$ cat config.mk
export PLATFORM = sky130hd
export DESIGN_NAME = pusr_device_flat
export DESIGN_NICKNAME = d
export VERILOG_FILES = /design/src/pusr_pkg.sv /design/src/pusr_if.sv /design/src/pusr_device.sv /design/src/pusr_baud_div.sv /design/src/flat_wrapper.sv
export SDC_FILE = /design/constraint.sdc
export NUM_CORES = 1
export LEC_CHECK = 0
export BUFFER_PORTS_ARGS = -buffer_cell sky130_fd_sc_hd__buf_2
export CAP_MARGIN = 20
export CORE_MARGIN = 1
export CORE_UTILIZATION = 30
export CTS_CLUSTER_SIZE = 12
export DETAILED_ROUTE_END_ITERATION = 7
export PLACE_DENSITY_LB_ADDON = 0.2
export SLEW_MARGIN = 30
export SYNTH_ARGS = -nofsm -noshare
export SYNTH_HDL_FRONTEND = slang
export SYNTH_HIERARCHICAL = 1
export SYNTH_SLANG_ARGS = --single-unit
$ cat constraint.sdc
create_clock -name clk -period 8 [get_ports clk]
set_clock_uncertainty 0.05 [all_clocks]
set_input_delay 1.6 -clock clk [delete_from_list [all_inputs] [get_ports clk]]
set_output_delay 1.6 -clock clk [all_outputs]
set_load 0.05 [all_outputs]
$ cat src/pusr_pkg.sv
// Shared constants, types and formatting functions for the power-up serial report link.
package pusr_pkg;

  // Clock and link timing.
  localparam int CLK_HZ      = 250_000_000;
  localparam int BAUD        = 1200;
  localparam int BIT_CYCLES  = CLK_HZ / BAUD;
  localparam int HIGH_MS     = 100;
  localparam int HIGH_CYCLES = (CLK_HZ / 1000) * HIGH_MS;

  // Character framing: start, eight data bits, stop.
  localparam int DATA_BITS  = 8;
  localparam int FRAME_BITS = 10;

  // Fixed characters of the report.
  localparam logic [7:0] CH_TAB      = 8'h09;
  localparam logic [7:0] CH_SP       = 8'h20;
  localparam logic [7:0] CH_CR       = 8'h0d;
  localparam logic [7:0] CH_ZERO     = 8'h30;
  localparam logic [7:0] SENSOR_TYPE = 8'h61; // Value is arbitrary.

  // Checksum: low six bits of the sum, lifted into the printable range.
  localparam int         CKS_BITS = 6;
  localparam logic [7:0] CKS_OFS  = 8'h20;

  // Value text fields: up to eight characters each.
  localparam int TEXT_CHARS = 8;
  localparam int LEN_W      = 4;

  // Response field formatting.
  localparam int RADIX    = 10;
  localparam int SECS_MAX = 999;

  // Report fields in transmit order.
  typedef enum logic [3:0] {
    F_ADDR = 4'h0, F_TAB = 4'h1, F_PERM = 4'h2, F_SP1 = 4'h3, F_TEMP = 4'h4,
    F_SP2  = 4'h5, F_COND = 4'h6, F_CR = 4'h7, F_TYPE = 4'h8, F_CKS = 4'h9,
    F_END  = 4'ha
  } pusr_field_e;

  // Device end states, Gray coded along the power-up path.
  typedef enum logic [2:0] {
    DS_OFF = 3'h0, DS_LOW = 3'h1, DS_HIGH = 3'h3, DS_SEND = 3'h2, DS_CMD = 3'h6
  } pusr_dstate_e;

  // Receiver end states, Gray coded along the receive path.
  typedef enum logic [2:0] {
    HS_OFF = 3'h0, HS_ARM = 3'h1, HS_START = 3'h3, HS_DATA = 3'h2, HS_STOP = 3'h6,
    HS_DONE = 3'h7
  } pusr_hstate_e;

  // Turns a running byte sum into the printable checksum character.
  function automatic logic [7:0] pusr_cks(input logic [7:0] sum);
    pusr_cks = {{(8 - CKS_BITS){1'b0}}, sum[CKS_BITS-1:0]} + CKS_OFS;
  endfunction : pusr_cks

  // One ASCII decimal digit of a value.
  function automatic logic [7:0] pusr_digit(input int v);
    pusr_digit = CH_ZERO + 8'(v % RADIX);
  endfunction : pusr_digit

  // Measurement count, one digit in the low byte or two digits with leading zero.
  function automatic logic [15:0] pusr_fmt_count(input logic [6:0] n, input logic two);
    int v;
    v = int'(n);
    pusr_fmt_count = two ? {pusr_digit(v / RADIX), pusr_digit(v)} : {8'h00, pusr_digit(v)};
  endfunction : pusr_fmt_count

  // Whole seconds as exactly three digits, most significant first.
  function automatic logic [23:0] pusr_fmt_secs(input logic [9:0] s);
    int v;
    v = (int'(s) > SECS_MAX) ? SECS_MAX : int'(s);
    pusr_fmt_secs = {pusr_digit(v / (RADIX * RADIX)), pusr_digit(v / RADIX), pusr_digit(v)};
  endfunction : pusr_fmt_secs

endpackage : pusr_pkg

$ cat src/pusr_if.sv
// Link between the sensor end and the logger end: supply switch and serial data line.
`timescale 1ns/100ps
`default_nettype none
interface pusr_if;
  logic power_on; // Sensor supply, driven by the logger.
  logic sdata;    // Serial data line, driven by the sensor.

  modport device (input power_on, output sdata);
  modport host   (output power_on, input sdata);
endinterface : pusr_if
`default_nettype wire

$ cat src/pusr_device.sv
// Sensor end: power-up line signalling, report sequencing, checksum and serial transmitter.
// How it works
// - 1200 baud, start, eight data LSB first, stop.
// - Line goes high within 100 ms of power.
// - Line held low while measuring.
// - Line idles high between announce and first start.
// - Character timing begins only at first start bit.
// - Report sent unprompted when measurements complete.
// - Command mode entered after report.
// - One power-up report per power cycle.
// - Logger starts each transfer by switching supply.
// - No report when stored address is nonzero.
// - Stored address resets to zero.
// - Order: tab, values with spaces, CR, type, checksum.
// - Sensor type is one fixed character.
// - Checksum spans report start through type, no address.
// - Sum through CR plus type, mod 64, plus 32.
// - Continuous-read replies reuse the same checksum.
// - Conductivity in microsiemens per centimetre at 25 C.
// - Count field one digit or two with zero.
// - Time field is exactly three digits.
`timescale 1ns/100ps
`default_nettype none
module pusr_device #(
  parameter int BIT_CYC  = pusr_pkg::BIT_CYCLES,
  parameter int HIGH_CYC = pusr_pkg::HIGH_CYCLES
) (
  input  wire logic                                         clk,
  input  wire logic                                         reset_n,
  pusr_if.device                                            link,
  input  wire logic                                         meas_phase_done,
  input  wire logic                                         meas_done,
  input  wire logic [8*pusr_pkg::TEXT_CHARS-1:0]            perm_text,
  input  wire logic [pusr_pkg::LEN_W-1:0]                   perm_len,
  input  wire logic [8*pusr_pkg::TEXT_CHARS-1:0]            temp_text,
  input  wire logic [pusr_pkg::LEN_W-1:0]                   temp_len,
  input  wire logic [8*pusr_pkg::TEXT_CHARS-1:0]            cond_text,
  input  wire logic [pusr_pkg::LEN_W-1:0]                   cond_len,
  input  wire logic                                         addr_wr,
  input  wire logic [7:0]                                   addr_wdata,
  input  wire logic                                         cont_req,
  input  wire logic [6:0]                                   meas_count,
  input  wire logic                                         count_two_digit,
  input  wire logic [9:0]                                   max_time_s,
  output var  logic                                         report_busy,
  output var  logic                                         cmd_mode,
  output var  logic [7:0]                                   addr_out,
  output var  logic [15:0]                                  count_field,
  output var  logic [23:0]                                  ttt_field
);
  import pusr_pkg::*;

  localparam logic [31:0]           HIGH_LAST = 32'(HIGH_CYC - 1);
  localparam logic [3:0]            BITS_LOAD = 4'(FRAME_BITS);
  localparam logic [FRAME_BITS-1:0] SH_IDLE   = '1;

  typedef struct packed {
    pusr_dstate_e          st;
    logic                  line;
    logic                  sent;
    logic                  cont;
    logic [7:0]            addr;
    pusr_field_e           fld;
    logic [LEN_W-1:0]      idx;
    logic [7:0]            sum;
    logic                  tx_busy;
    logic [FRAME_BITS-1:0] sh;
    logic [3:0]            bits;
    logic [31:0]           tmr;
    logic                  busy_o;
    logic                  cmd_o;
    logic [15:0]           cnt_f;
    logic [23:0]           ttt_f;
  } pusr_dev_s;

  localparam pusr_dev_s DEV_RST = '{st: DS_OFF, fld: F_TAB, addr: CH_ZERO, sh: SH_IDLE,
                                    default: '0};

  pusr_dev_s        r;
  pusr_dev_s        n;
  logic             tx_load;
  logic             tick;
  logic [7:0]       b;
  logic [LEN_W-1:0] len;
  logic             is_val;

  // Shared bit-period divider, restarted as each character begins.
  pusr_baud_div #(.DIV(BIT_CYC)) u_div (
    .clk     (clk),
    .reset_n (reset_n),
    .restart (tx_load),
    .half    (1'b0),
    .tick    (tick)
  );

  // Next-state logic for sequencing, transmitter and response fields.
  always_comb begin
    n       = r;
    tx_load = 1'b0;
    b       = 8'h00;
    len     = '0;
    is_val  = 1'b0;
    n.cnt_f = pusr_fmt_count(meas_count, count_two_digit);
    n.ttt_f = pusr_fmt_secs(max_time_s);
    if (addr_wr && r.st == DS_CMD) begin
      n.addr = addr_wdata;
    end
    // Shifts out one bit per tick, start bit first, data LSB first, then stop.
    if (r.tx_busy && tick) begin
      n.sh   = {1'b1, r.sh[FRAME_BITS-1:1]};
      n.line = r.sh[1];
      n.bits = r.bits - 1'b1;
      if (r.bits == 4'h1) begin
        n.tx_busy = 1'b0;
      end
    end
    // Picks the current field's character and its length.
    case (r.fld)
      F_ADDR:  b = r.addr;
      F_TAB:   b = CH_TAB;
      F_PERM:  begin b = perm_text[8*r.idx +: 8]; len = perm_len; is_val = 1'b1; end
      F_SP1:   b = CH_SP;
      F_TEMP:  begin b = temp_text[8*r.idx +: 8]; len = temp_len; is_val = 1'b1; end
      F_SP2:   b = CH_SP;
      F_COND:  begin b = cond_text[8*r.idx +: 8]; len = cond_len; is_val = 1'b1; end
      F_CR:    b = CH_CR;
      F_TYPE:  b = SENSOR_TYPE;
      F_CKS:   b = pusr_cks(r.sum);
      default: b = CH_SP;
    endcase
    case (r.st)
      DS_OFF: begin
        n.line = 1'b0;
        n.st   = DS_LOW;
      end
      DS_LOW: begin
        n.line = 1'b0;
        n.tmr  = r.tmr + 1'b1;
        if (meas_phase_done || r.tmr >= HIGH_LAST) begin
          n.line = 1'b1;
          n.st   = DS_HIGH;
        end
      end
      DS_HIGH: begin
        n.line = 1'b1;
        if (meas_done) begin
          if (r.sent || r.addr != CH_ZERO) begin
            n.st = DS_CMD;
          end else begin
            n.st   = DS_SEND;
            n.fld  = F_TAB;
            n.idx  = '0;
            n.sum  = 8'h00;
            n.cont = 1'b0;
          end
        end
      end
      DS_SEND: begin
        if (!r.tx_busy) begin
          if (r.fld == F_END) begin
            n.st   = DS_CMD;
            n.sent = r.sent | !r.cont;
          end else if (is_val && r.idx >= len) begin
            n.fld = pusr_field_e'(r.fld + 4'h1);
            n.idx = '0;
          end else begin
            tx_load   = 1'b1;
            n.tx_busy = 1'b1;
            n.sh      = {1'b1, b, 1'b0};
            n.bits    = BITS_LOAD;
            n.line    = 1'b0;
            if (r.fld != F_ADDR && r.fld != F_CKS) begin
              n.sum = r.sum + b;
            end
            if (is_val && r.idx + 1'b1 < len) begin
              n.idx = r.idx + 1'b1;
            end else begin
              n.fld = pusr_field_e'(r.fld + 4'h1);
              n.idx = '0;
            end
          end
        end
      end
      DS_CMD: begin
        if (!r.tx_busy) begin
          n.line = 1'b1;
        end
        if (cont_req && !r.tx_busy) begin
          n.st   = DS_SEND;
          n.fld  = F_ADDR;
          n.idx  = '0;
          n.sum  = 8'h00;
          n.cont = 1'b1;
        end
      end
      default: n.st = DS_OFF;
    endcase
    // Loss of supply returns everything but the stored address to power-up state.
    if (!link.power_on) begin
      n       = DEV_RST;
      n.addr  = r.addr;
      tx_load = 1'b0;
    end
    n.busy_o = (n.st == DS_SEND);
    n.cmd_o  = (n.st == DS_CMD);
  end

  // State register; the address leaves reset at zero.
  always_ff @(posedge clk or negedge reset_n) begin
    if (!reset_n) begin
      r <= DEV_RST;
    end else begin
      r <= n;
    end
  end

  assign link.sdata  = r.line;
  assign report_busy = r.busy_o;
  assign cmd_mode    = r.cmd_o;
  assign addr_out    = r.addr;
  assign count_field = r.cnt_f;
  assign ttt_field   = r.ttt_f;
endmodule : pusr_device
`default_nettype wire

$ cat src/pusr_baud_div.sv
// Bit-rate divider that yields a one-cycle tick and restarts on demand.
`timescale 1ns/100ps
`default_nettype none
module pusr_baud_div #(
  parameter int DIV = 208333
) (
  input  wire logic clk,
  input  wire logic reset_n,
  input  wire logic restart,
  input  wire logic half,
  output var  logic tick
);
  import pusr_pkg::*;

  localparam int            CW     = $clog2(DIV);
  localparam logic [CW-1:0] RELOAD = CW'(DIV - 1);
  localparam logic [CW-1:0] HALF   = CW'(DIV / 2 - 1);

  typedef struct packed {
    logic [CW-1:0] cnt;
  } pusr_div_s;

  pusr_div_s r;
  pusr_div_s n;

  // Counts down and reloads; a restart aligns the count to a new frame edge.
  always_comb begin
    n = r;
    if (restart) begin
      n.cnt = half ? HALF : RELOAD;
    end else if (r.cnt == '0) begin
      n.cnt = RELOAD;
    end else begin
      n.cnt = r.cnt - 1'b1;
    end
  end

  always_ff @(posedge clk or negedge reset_n) begin
    if (!reset_n) begin
      r <= '0;
    end else begin
      r <= n;
    end
  end

  // A tick marks the end of a bit period, or the middle of one after a restart with half set.
  assign tick = (r.cnt == '0) && !restart;
endmodule : pusr_baud_div
`default_nettype wire

$ cat src/flat_wrapper.sv
// flat-port wrapper written by rule: the top's interface ports become plain ports
module pusr_device_flat import pusr_pkg::*;
#(
  parameter int BIT_CYC  = pusr_pkg::BIT_CYCLES,
  parameter int HIGH_CYC = pusr_pkg::HIGH_CYCLES
)
  (clk, reset_n, meas_phase_done, meas_done, perm_text, perm_len, temp_text, temp_len, cond_text, cond_len, addr_wr, addr_wdata, cont_req, meas_count, count_two_digit, max_time_s, report_busy, cmd_mode, addr_out, count_field, ttt_field, link_power_on, link_sdata);
  pusr_if link_i ();
  input  wire logic clk;
  input  wire logic reset_n;
  input  wire logic meas_phase_done;
  input  wire logic meas_done;
  input  wire logic [8*pusr_pkg::TEXT_CHARS-1:0] perm_text;
  input  wire logic [pusr_pkg::LEN_W-1:0] perm_len;
  input  wire logic [8*pusr_pkg::TEXT_CHARS-1:0] temp_text;
  input  wire logic [pusr_pkg::LEN_W-1:0] temp_len;
  input  wire logic [8*pusr_pkg::TEXT_CHARS-1:0] cond_text;
  input  wire logic [pusr_pkg::LEN_W-1:0] cond_len;
  input  wire logic addr_wr;
  input  wire logic [7:0] addr_wdata;
  input  wire logic cont_req;
  input  wire logic [6:0] meas_count;
  input  wire logic count_two_digit;
  input  wire logic [9:0] max_time_s;
  output var  logic report_busy;
  output var  logic cmd_mode;
  output var  logic [7:0] addr_out;
  output var  logic [15:0] count_field;
  output var  logic [23:0] ttt_field;
  input wire logic [$bits(link_i.power_on)-1:0] link_power_on;
  output wire logic [$bits(link_i.sdata)-1:0] link_sdata;
  assign link_i.power_on = link_power_on;
  assign link_sdata = link_i.sdata;
  pusr_device #(.BIT_CYC(BIT_CYC), .HIGH_CYC(HIGH_CYC)) u_core (.clk(clk), .reset_n(reset_n), .link(link_i), .meas_phase_done(meas_phase_done), .meas_done(meas_done), .perm_text(perm_text), .perm_len(perm_len), .temp_text(temp_text), .temp_len(temp_len), .cond_text(cond_text), .cond_len(cond_len), .addr_wr(addr_wr), .addr_wdata(addr_wdata), .cont_req(cont_req), .meas_count(meas_count), .count_two_digit(count_two_digit), .max_time_s(max_time_s), .report_busy(report_busy), .cmd_mode(cmd_mode), .addr_out(addr_out), .count_field(count_field), .ttt_field(ttt_field));
endmodule
==> flow_summary.ini, run 1 <==
[outcome]
outcome = finished, violations left
failed_checks = setup timing

[grt]
gr-usage-met2 = 0.304
grt_use_met3 = 0.0204
grt_pass1_wl_mm = 65.6
grt_overflow_total = 0
grt_max_degree = 72
grt_pass1_vias = 12651
busiest_layer = met2
track_usage = 0.185
grt_use_met1 = 0.252
antenna_found_initial = 1

[critical_path]
critPathMaxFanout = 5
ff2ff_path_depth = 18
cp-start-kind = input port
critPathArrivalTime_ns = 9.02
crit_top_cell = ha_2
cpPeakStageDelay_ns = 0.44
slowest_stage = or3b_4
required_ns = 8.31
endpoint_kind = flip-flop
critical_path_class = in -> reg

[die]
core_sq_um = 42100
num_rows = 75
die_w_microns = 209
initial_core_util = 0.306
io_pins = 288
die_area_sq_um = 43800
die_h_microns = 209

[cells_and_area]
drive_gt1_frac = 0.373
multi_input_area_sq_um = 9070
seq_area_sq_um = 3370
nFillCells = 4277
area_delta_synth_final_pct = 31.5
nets = 2218
diodes = 0

[timing]
grt_setup_unrepaired = yes
slew_violations = 0
worst_hold_slack_ns = 0.455
tns_ns = -3.28
hold_viol = 0
fin_ws_ns = -0.713
tightest_slew_ns = 0.969
fin_crit_sh = 1.09
setup_violations = 7
fmax_mhz = 115
fin_crit_ns = 8.71
relSlewSlack = 0.354

[synthesis]
synth_edf_count = 0
synth.distinct_cells = 104
synth_ff_type = dfrtp_1
syn_area_sq_um = 12900
ys_ff_latch = 134
synthArstFlopShare = 1.00
yosys_warnings = 6
synthesis.instances = 1557
syn_area_per_cell_sq_um = 8.28
yosysSeqAreaShare = 0.261

[clocking]
insertion_delay_ns = 0.44
clk_path_buf_depth = 2
cts_tree = built
cts.sinks = 134
cts_max_level = 4
cts_root_buf = clkbuf_16
path_clk_slew_ns = 0.06
cts_hold_buf = 0
cts_buffers = 17

[detailed_routing]
drt_first_iter_violations = 717
drt-pass1-iter-count = 5
ant_nets = 0
avgViaCountPerCell = 5.19
routed_wl_mm = 41.0
route.detailed.wl_per_inst_microns = 16.5
drc = 0
num_vias = 12892

[hold_path]
hold_path_class = reg -> reg
holdPathStages = 1

[power]
ir_drop_mv = 0.153
powerDensity_nw_per_um2 = 195
p_leak_nw = 7.47

[place]
hpwl_mm = 31.6
portBuffers = 287
gp_congestion = 0.895

[flow_run]
max_cap_viol_count = 0
==> final cells by class <==
type,count,area share
clock buffers,19,0.0255
clock inverters,13,0.00886
inverters,57,0.0131
multi-input cells,1236,0.535
flip-flops and latches,134,0.199
well taps,539,0.0398
repair buffers,488,0.178
==> per-layer routing <==
layer,wire [microns],share of wire
met2,19300,0.47
met3,1430,0.035
met1,19300,0.47
met5,13,0.00032
met4,944,0.023
==> state kept, by name, summed over array words and instances, names as in the netlist <==
signal              flops
u_core/link.sdata       1
u_core/addr_out         8
u_core/report_busy      1
u_core/u_div/r         18
u_core/r               65
u_core/ttt_field       24
u_core/count_field     16
u_core/cmd_mode         1
==> power breakdown <==
group          switching [W]  internal, W
clock               0.000330     0.000463
combinational       0.000921     0.000758
sequential         0.0000691     0.000766
==> worst max-delay path: cells and delay by family <==
kind / cells / cell delay, ns
simple gates: 14 / 3.39
compound gates: 12 / 2.11
buf+inv: 5 / 0.50
mux: 1 / 0.36
xor+xnor: 2 / 0.24
fa+ha+maj: 4 / 0.81
==> through the flow <==
step                      instance area (sq um)  utilization  power, W  instances  worst slack (ns)
after global routing                      16900        0.402   0.00352       2486             -1.06
after CTS                                 16800        0.398   0.00329       2484            -0.730
after floorplan                           13200            -   0.00192       1560             -1.49
after global placement                    15900        0.378   0.00241       2438             -1.16
after detailed placement                  15900        0.378   0.00242       2438             -1.40
final                                     16900        0.402   0.00331       2486            -0.713
==> path summary, 6_finish.rpt <==
check,from,end,slack (ns)
setup / recovery,max_time_s[7],u_core/ttt_field[14],-0.71
hold / removal,u_core/u_div/r[0],u_core/u_div/r[0],0.46
setup reg to reg,u_core/r[102],u_core/link.sdata,2.31
hold reg to reg,u_core/u_div/r[0],u_core/u_div/r[0],0.46
max in group asynchronous,reset_n,u_core/r[98],5.43
min in group asynchronous,reset_n,u_core/ttt_field[16],1.12
==> layout by cell type, fill, tap and decap left out, types with 14 or more instances in the layout <==
| cell type | instances |
|---|---|
| buf_2 | 283 |
| buf_4 | 191 |
| nor2_1 | 163 |
| nand2_1 | 128 |
| dfrtp_1 | 120 |
| a21oi_1 | 102 |
| o21ai_0 | 82 |
| mux2i_1 | 51 |
| mux2_2 | 47 |
| inv_1 | 47 |
| nor3_1 | 47 |
| ha_1 | 40 |
| nand3_1 | 38 |
| xnor2_1 | 38 |
| xor2_1 | 34 |
| a211oi_1 | 25 |
| mux4_2 | 24 |
| nor2b_1 | 20 |
| or3_1 | 19 |
| and3_1 | 18 |
| clkbuf_16 | 17 |
| o21a_1 | 15 |
| and2_1 | 15 |
| nand4_1 | 14 |
| a21o_1 | 14 |
==> cells in the mapped netlist (all sizes together), types with 16 or more instances <==
master    n  area share
o21a     16      0.0093
mux4     24       0.042
clkbuf   61       0.018
dfrtp   122        0.24
ha       46       0.045
mux2i    51       0.040
xnor2    42       0.030
and3     18      0.0087
mux2     49       0.043
xor2     34       0.023
inv      51       0.015
nor2b    20      0.0097
a21oi   110       0.043
nand3    40       0.016
or3      27       0.013
buf      72       0.038
nor2    172       0.051
o21ai    97       0.039
nor3     56       0.024
a211oi   31       0.020
nand2   130       0.038
==> repair_timing <==
item                                    in CTS  in global routing
resized for setup                           34                 30
endpoints found under the hold margin        0                  0
endpoints found under the setup margin       7                  7
buffers inserted                            14                  3
pin swaps                                   46                 20
==> cell families after synthesis <==
group	count (synthesis)	synth area share
adders and majority gates	48	0.0470
AOI/OAI and AO/OA	409	0.216
other	2	0.000583
DFF	134	0.261
muxes	124	0.125
and+or+nand+nor	574	0.224
xor gates and xnor gates	76	0.0528
buffers and inverters	190	0.0731
Power figures use the tool's default switching activity.
==> run 2, diff against run 1 <==
--- a/config.mk
+++ b/config.mk
@@ -9,6 +9,7 @@
 export CAP_MARGIN = 20
 export CORE_MARGIN = 1
 export CORE_UTILIZATION = 30
+export CTS_BUF_LIST = sky130_fd_sc_hd__clkbuf_16
 export CTS_CLUSTER_SIZE = 12
 export DETAILED_ROUTE_END_ITERATION = 7
 export PLACE_DENSITY_LB_ADDON = 0.2
==> flow_summary.ini, run 2 (same netlist as run 1, synthesis figures left out) <==
[outcome]
outcome = finished, violations left
failed_checks = setup timing

[hold_path]
hold_path_class = reg -> reg
whs_endpoint = u_core/u_div/r[0]
min_from = u_core/u_div/r[0]
holdPathStages = 1

[clocking]
cts_buffers = 17
cts.sinks = 134
cts_root_buf = clkbuf_16
cts_tree = built
clk_path_buf_depth = 2
cts_hold_buf = 0
cts_max_level = 4
path_clk_slew_ns = 0.06
insertion_delay_ns = 0.44

[cells_and_area]
area_delta_synth_final_pct = 31.5
nFillCells = 4277
diodes = 0
regMostFlops = u_core/r
drive_gt1_frac = 0.373
largest_reg_flops = 65
final_cell_mix = buf_2 (283), buf_4 (191), nor2_1 (163)
utilization = 0.402
nets = 2218
final_common_cell = buf_2

[detailed_routing]
wl_met3_mm = 1.40
wl_met1_mm = 19.3
drc = 0
dr.max_layer_used = met5
drt_first_iter_violations = 717
num_vias = 12895
ant_nets = 0
routed_wl_mm = 41.0
wl_met2_mm = 19.3
avgViaCountPerCell = 5.19
route.detailed.wl_per_inst_microns = 16.5
drt-pass1-iter-count = 5

[critical_path]
crit_top_cell = ha_2
slowest_stage = or3b_4
critPathArrivalTime_ns = 9.02
critical_path_class = in -> reg
required_ns = 8.31
cpPeakStageDelay_ns = 0.44
critPathMaxFanout = 5
r2r-end = u_core/link.sdata
rr_startpoint = u_core/r[102]
endpoint_kind = flip-flop
cp-start-kind = input port
timing.critical_path.buf_inv = 5
ff2ff_path_depth = 18
r2r_slack_ns = 2.31
critical_path.top_delay_family = simple AND/OR/NAND/NOR gates

[place]
gp_congestion = 0.895
hpwl_mm = 31.6
place_ws_ns = -1.40
portBuffers = 287

[timing]
fmax_mhz = 115
fin_ws_ns = -0.713
relSlewSlack = 0.354
grt_setup_unrepaired = yes
hold_viol = 0
setup_violations = 7
slew_violations = 0
tightest_slew_ns = 0.969
fin_crit_ns = 8.71
fin_crit_sh = 1.09
tns_ns = -3.29

[grt]
grt_max_degree = 72
grt_overflow_total = 0
antenna_found_initial = 1
track_usage = 0.185
grt_pass1_vias = 12651
grt_pass1_wl_mm = 65.6

[die]
die_area_sq_um = 43800
num_rows = 75
initial_core_util = 0.306
core_sq_um = 42100
die_w_microns = 209
io_pins = 288
die_h_microns = 209

[flow_run]
max_cap_viol_count = 0

[power]
p_total_w = 0.00330
ir_drop_mv = 0.153
powerDensity_nw_per_um2 = 195
p_leak_nw = 7.48
run 2: cell count changes in the layout (fill, tap and decap cells not counted), sizes merged:
cell / before / now
inv: 54 / 56
clkbuf: 19 / 17
run 2: final cells by class:
type | instances | area [sq um] | area share
clock buffer | 17 | 425 | 0.0251
clock inverter | 15 | 158 | 0.00930
inverter | 57 | 223 | 0.0131
multi-input combinational | 1236 | 9070 | 0.535
sequential | 134 | 3370 | 0.199
tap | 539 | 674 | 0.0398
timing repair buffer | 488 | 3020 | 0.178
run 2: worst max path at each step:
stage | startpoint | to | slack [ns] | cells past startpoint
after floorplan | max_time_s[9] | u_core/ttt_field[14] | -1.49 | 42
after global placement | max_time_s[3] | u_core/ttt_field[14] | -1.16 | 38
after detailed placement | max_time_s[3] | u_core/ttt_field[14] | -1.40 | 38
after CTS | max_time_s[1] | u_core/ttt_field[14] | -0.73 | 37
after global routing | max_time_s[7] | u_core/ttt_field[14] | -1.06 | 41
final | max_time_s[7] | u_core/ttt_field[14] | -0.71 | 38
run 2: power by group:
part	leakage (nW)	internal (W)	switching, W
combinational	5.47	0.000758	0.000921
clock	0.280	0.000460	0.000329
sequential	1.73	0.000766	0.0000690
total	7.48	0.00198	0.00132
run 2: stage by stage:
step	instance area (sq um)	hold WS, ns	instances
after detailed placement	15900	0.455	2438
final	16900	0.455	2486
after global placement	15900	0.449	2438
after floorplan	13200	0.417	1560
after global routing	16900	0.485	2486
after CTS	16800	0.464	2484
run 2: per-layer routing:
layer  vias up  GRT usage
met4         2     0.0614
met2       330      0.304
met1      6116      0.252
li1       6379          -
met5         -          0
met3        68     0.0204
run 2: timing repair:
item                                    in CTS  in global routing
endpoints found under the setup margin       7                  7
buffers inserted                            14                  3
gates resized for setup                     34                 30
pin swaps                                   46                 20
==> run 3, diff against run 2 <==
--- a/config.mk
+++ b/config.mk
@@ -7,12 +7,14 @@
 export LEC_CHECK = 0
 export BUFFER_PORTS_ARGS = -buffer_cell sky130_fd_sc_hd__buf_2
 export CAP_MARGIN = 20
+export CORE_ASPECT_RATIO = 0.5
 export CORE_MARGIN = 1
 export CORE_UTILIZATION = 30
 export CTS_BUF_LIST = sky130_fd_sc_hd__clkbuf_16
 export CTS_CLUSTER_SIZE = 12
 export DETAILED_ROUTE_END_ITERATION = 7
 export PLACE_DENSITY_LB_ADDON = 0.2
+export REMOVE_ABC_BUFFERS = 1
 export SLEW_MARGIN = 30
 export SYNTH_ARGS = -nofsm -noshare
 export SYNTH_HDL_FRONTEND = slang
==> flow_summary.ini, run 3 (same netlist as run 1, synthesis figures left out) <==
[grt]
antenna_found_initial = 5
grt_pass1_wl_mm = 70.2
grt_pass1_vias = 12644
grt_overflow_total = 0
grt_max_degree = 84
track_usage = 0.203

[clocking]
cts_hold_buf = 0
cts_buffers = 17
cts_root_buf = clkbuf_16
path_clk_slew_ns = 0.07
cts_tree = built
cts_max_level = 4
clk_path_buf_depth = 2
insertion_delay_ns = 0.45
cts.sinks = 134

[cells_and_area]
area_delta_synth_final_pct = 32.1
final_common_cell = buf_2
regMostFlops = u_core/r
final_cell_mix = buf_2 (285), buf_4 (197), nor2_1 (160)
fin_area_sq_um = 17000
largest_reg_flops = 65
drive_gt1_frac = 0.375
layoutNonFillerInstCount = 2536
nets = 2228
nFillCells = 4283

[critical_path]
crit_top_cell = buf_6
critical_path.top_delay_family = compound AO/OA/AOI/OAI gates
cp-start-kind = input port
endpoint_kind = flip-flop
ff2ff_path_depth = 19
required_ns = 8.29
crit_cells = 42
slowest_stage = or4_4
rr_startpoint = u_core/r[103]
timing.critical_path.buf_inv = 9
r2r_slack_ns = 2.44
cpPeakStageDelay_ns = 0.55
critical_path_class = in -> reg
r2r-end = u_core/link.sdata
critPathMaxFanout = 5
critPathArrivalTime_ns = 9.15

[outcome]
failed_checks = setup timing
outcome = finished, violations left

[place]
place_inst = 2475
hpwl_mm = 34.9
gp_congestion = 0.928
portBuffers = 287
place_ws_ns = -1.79
dpl_cell_area_sq_um = 15700

[detailed_routing]
routed_wl_mm = 44.8
route.detailed.wl_per_inst_microns = 17.7
drc = 0
drt-pass1-iter-count = 5
num_vias = 12971
ant_nets = 0
drt_first_iter_violations = 825
avgViaCountPerCell = 5.11

[timing]
fin_crit_sh = 1.11
slew_violations = 0
setup_violations = 7
fmax_mhz = 113
relSlewSlack = 0.394
fin_ws_ns = -0.863
hold_viol = 0
grt_setup_unrepaired = yes
fin_crit_ns = 8.86
worst_hold_slack_ns = 0.459
tightest_slew_ns = 0.909

[die]
die_h_microns = 149
num_rows = 53
core_sq_um = 42200
io_pins = 288
die_area_sq_um = 43800
die_w_microns = 295
initial_core_util = 0.306

[power]
powerDensity_nw_per_um2 = 197
p_leak_nw = 7.54
ir_drop_mv = 0.169

[hold_path]
holdPathStages = 1
min_from = u_core/u_div/r[0]
hold_path_class = reg -> reg
whs_endpoint = u_core/u_div/r[0]

[flow_run]
max_cap_viol_count = 0
## run 3: what timing repair did
action | 4_1_cts | 5_1_grt
gates resized for setup | 66 | 41
hold endpoints to repair | 0 | 0
buffers inserted | 14 | 12
cloned | 1 | 0
pin swaps | 37 | 17
endpoints found under the setup margin | 7 | 8
## run 3: worst max-delay path by stage
stage	from	to	slack, ns
2_1_floorplan	max_time_s[8]	u_core/ttt_field[14]	-2.14
3_3_place_gp	max_time_s[8]	u_core/ttt_field[15]	-1.58
3_5_place_dp	max_time_s[8]	u_core/ttt_field[15]	-1.79
4_1_cts	max_time_s[7]	u_core/ttt_field[14]	-0.67
5_1_grt	max_time_s[8]	u_core/ttt_field[14]	-1.21
6_report	max_time_s[3]	u_core/ttt_field[15]	-0.86
## run 3: per-stage QoR
stage / TNS (ns) / power, W / util
3_3_place_gp: -9.15 / 0.00240 / 0.373
2_1_floorplan: -12.49 / 0.00179 / -
3_5_place_dp: -10.90 / 0.00240 / 0.373
4_1_cts: -3.04 / 0.00330 / 0.396
6_report: -4.09 / 0.00335 / 0.404
5_1_grt: -6.39 / 0.00357 / 0.403
## run 3: layer usage
metal  wire (microns)  track usage  vias to the layer above
li1                 -            -                     6419
met1            20900        0.272                     6239
met2            21500        0.342                      269
met3             1740       0.0318                       40
met4              644       0.0495                        4
met5               27            0                        -
## run 3: cell type report
class,count,area (sq um),area share
clock inverters,15,181,0.0107
flip-flops and latches,134,3370,0.198
well taps,577,722,0.0424
multi-input cells,1236,9010,0.529
diodes,2,5.00,0.000294
clock buffers,17,425,0.0250
repair buffers,498,3090,0.181
inverters,57,220,0.0129
## run 3: power by group
part,switching [W],total (W),internal [W],leakage (nW)
logic,0.000926,0.00170,0.000772,5.51
clock network,0.000367,0.000815,0.000448,0.295
registers,0.0000714,0.000837,0.000766,1.73
total,0.00136,0.00335,0.00199,7.54
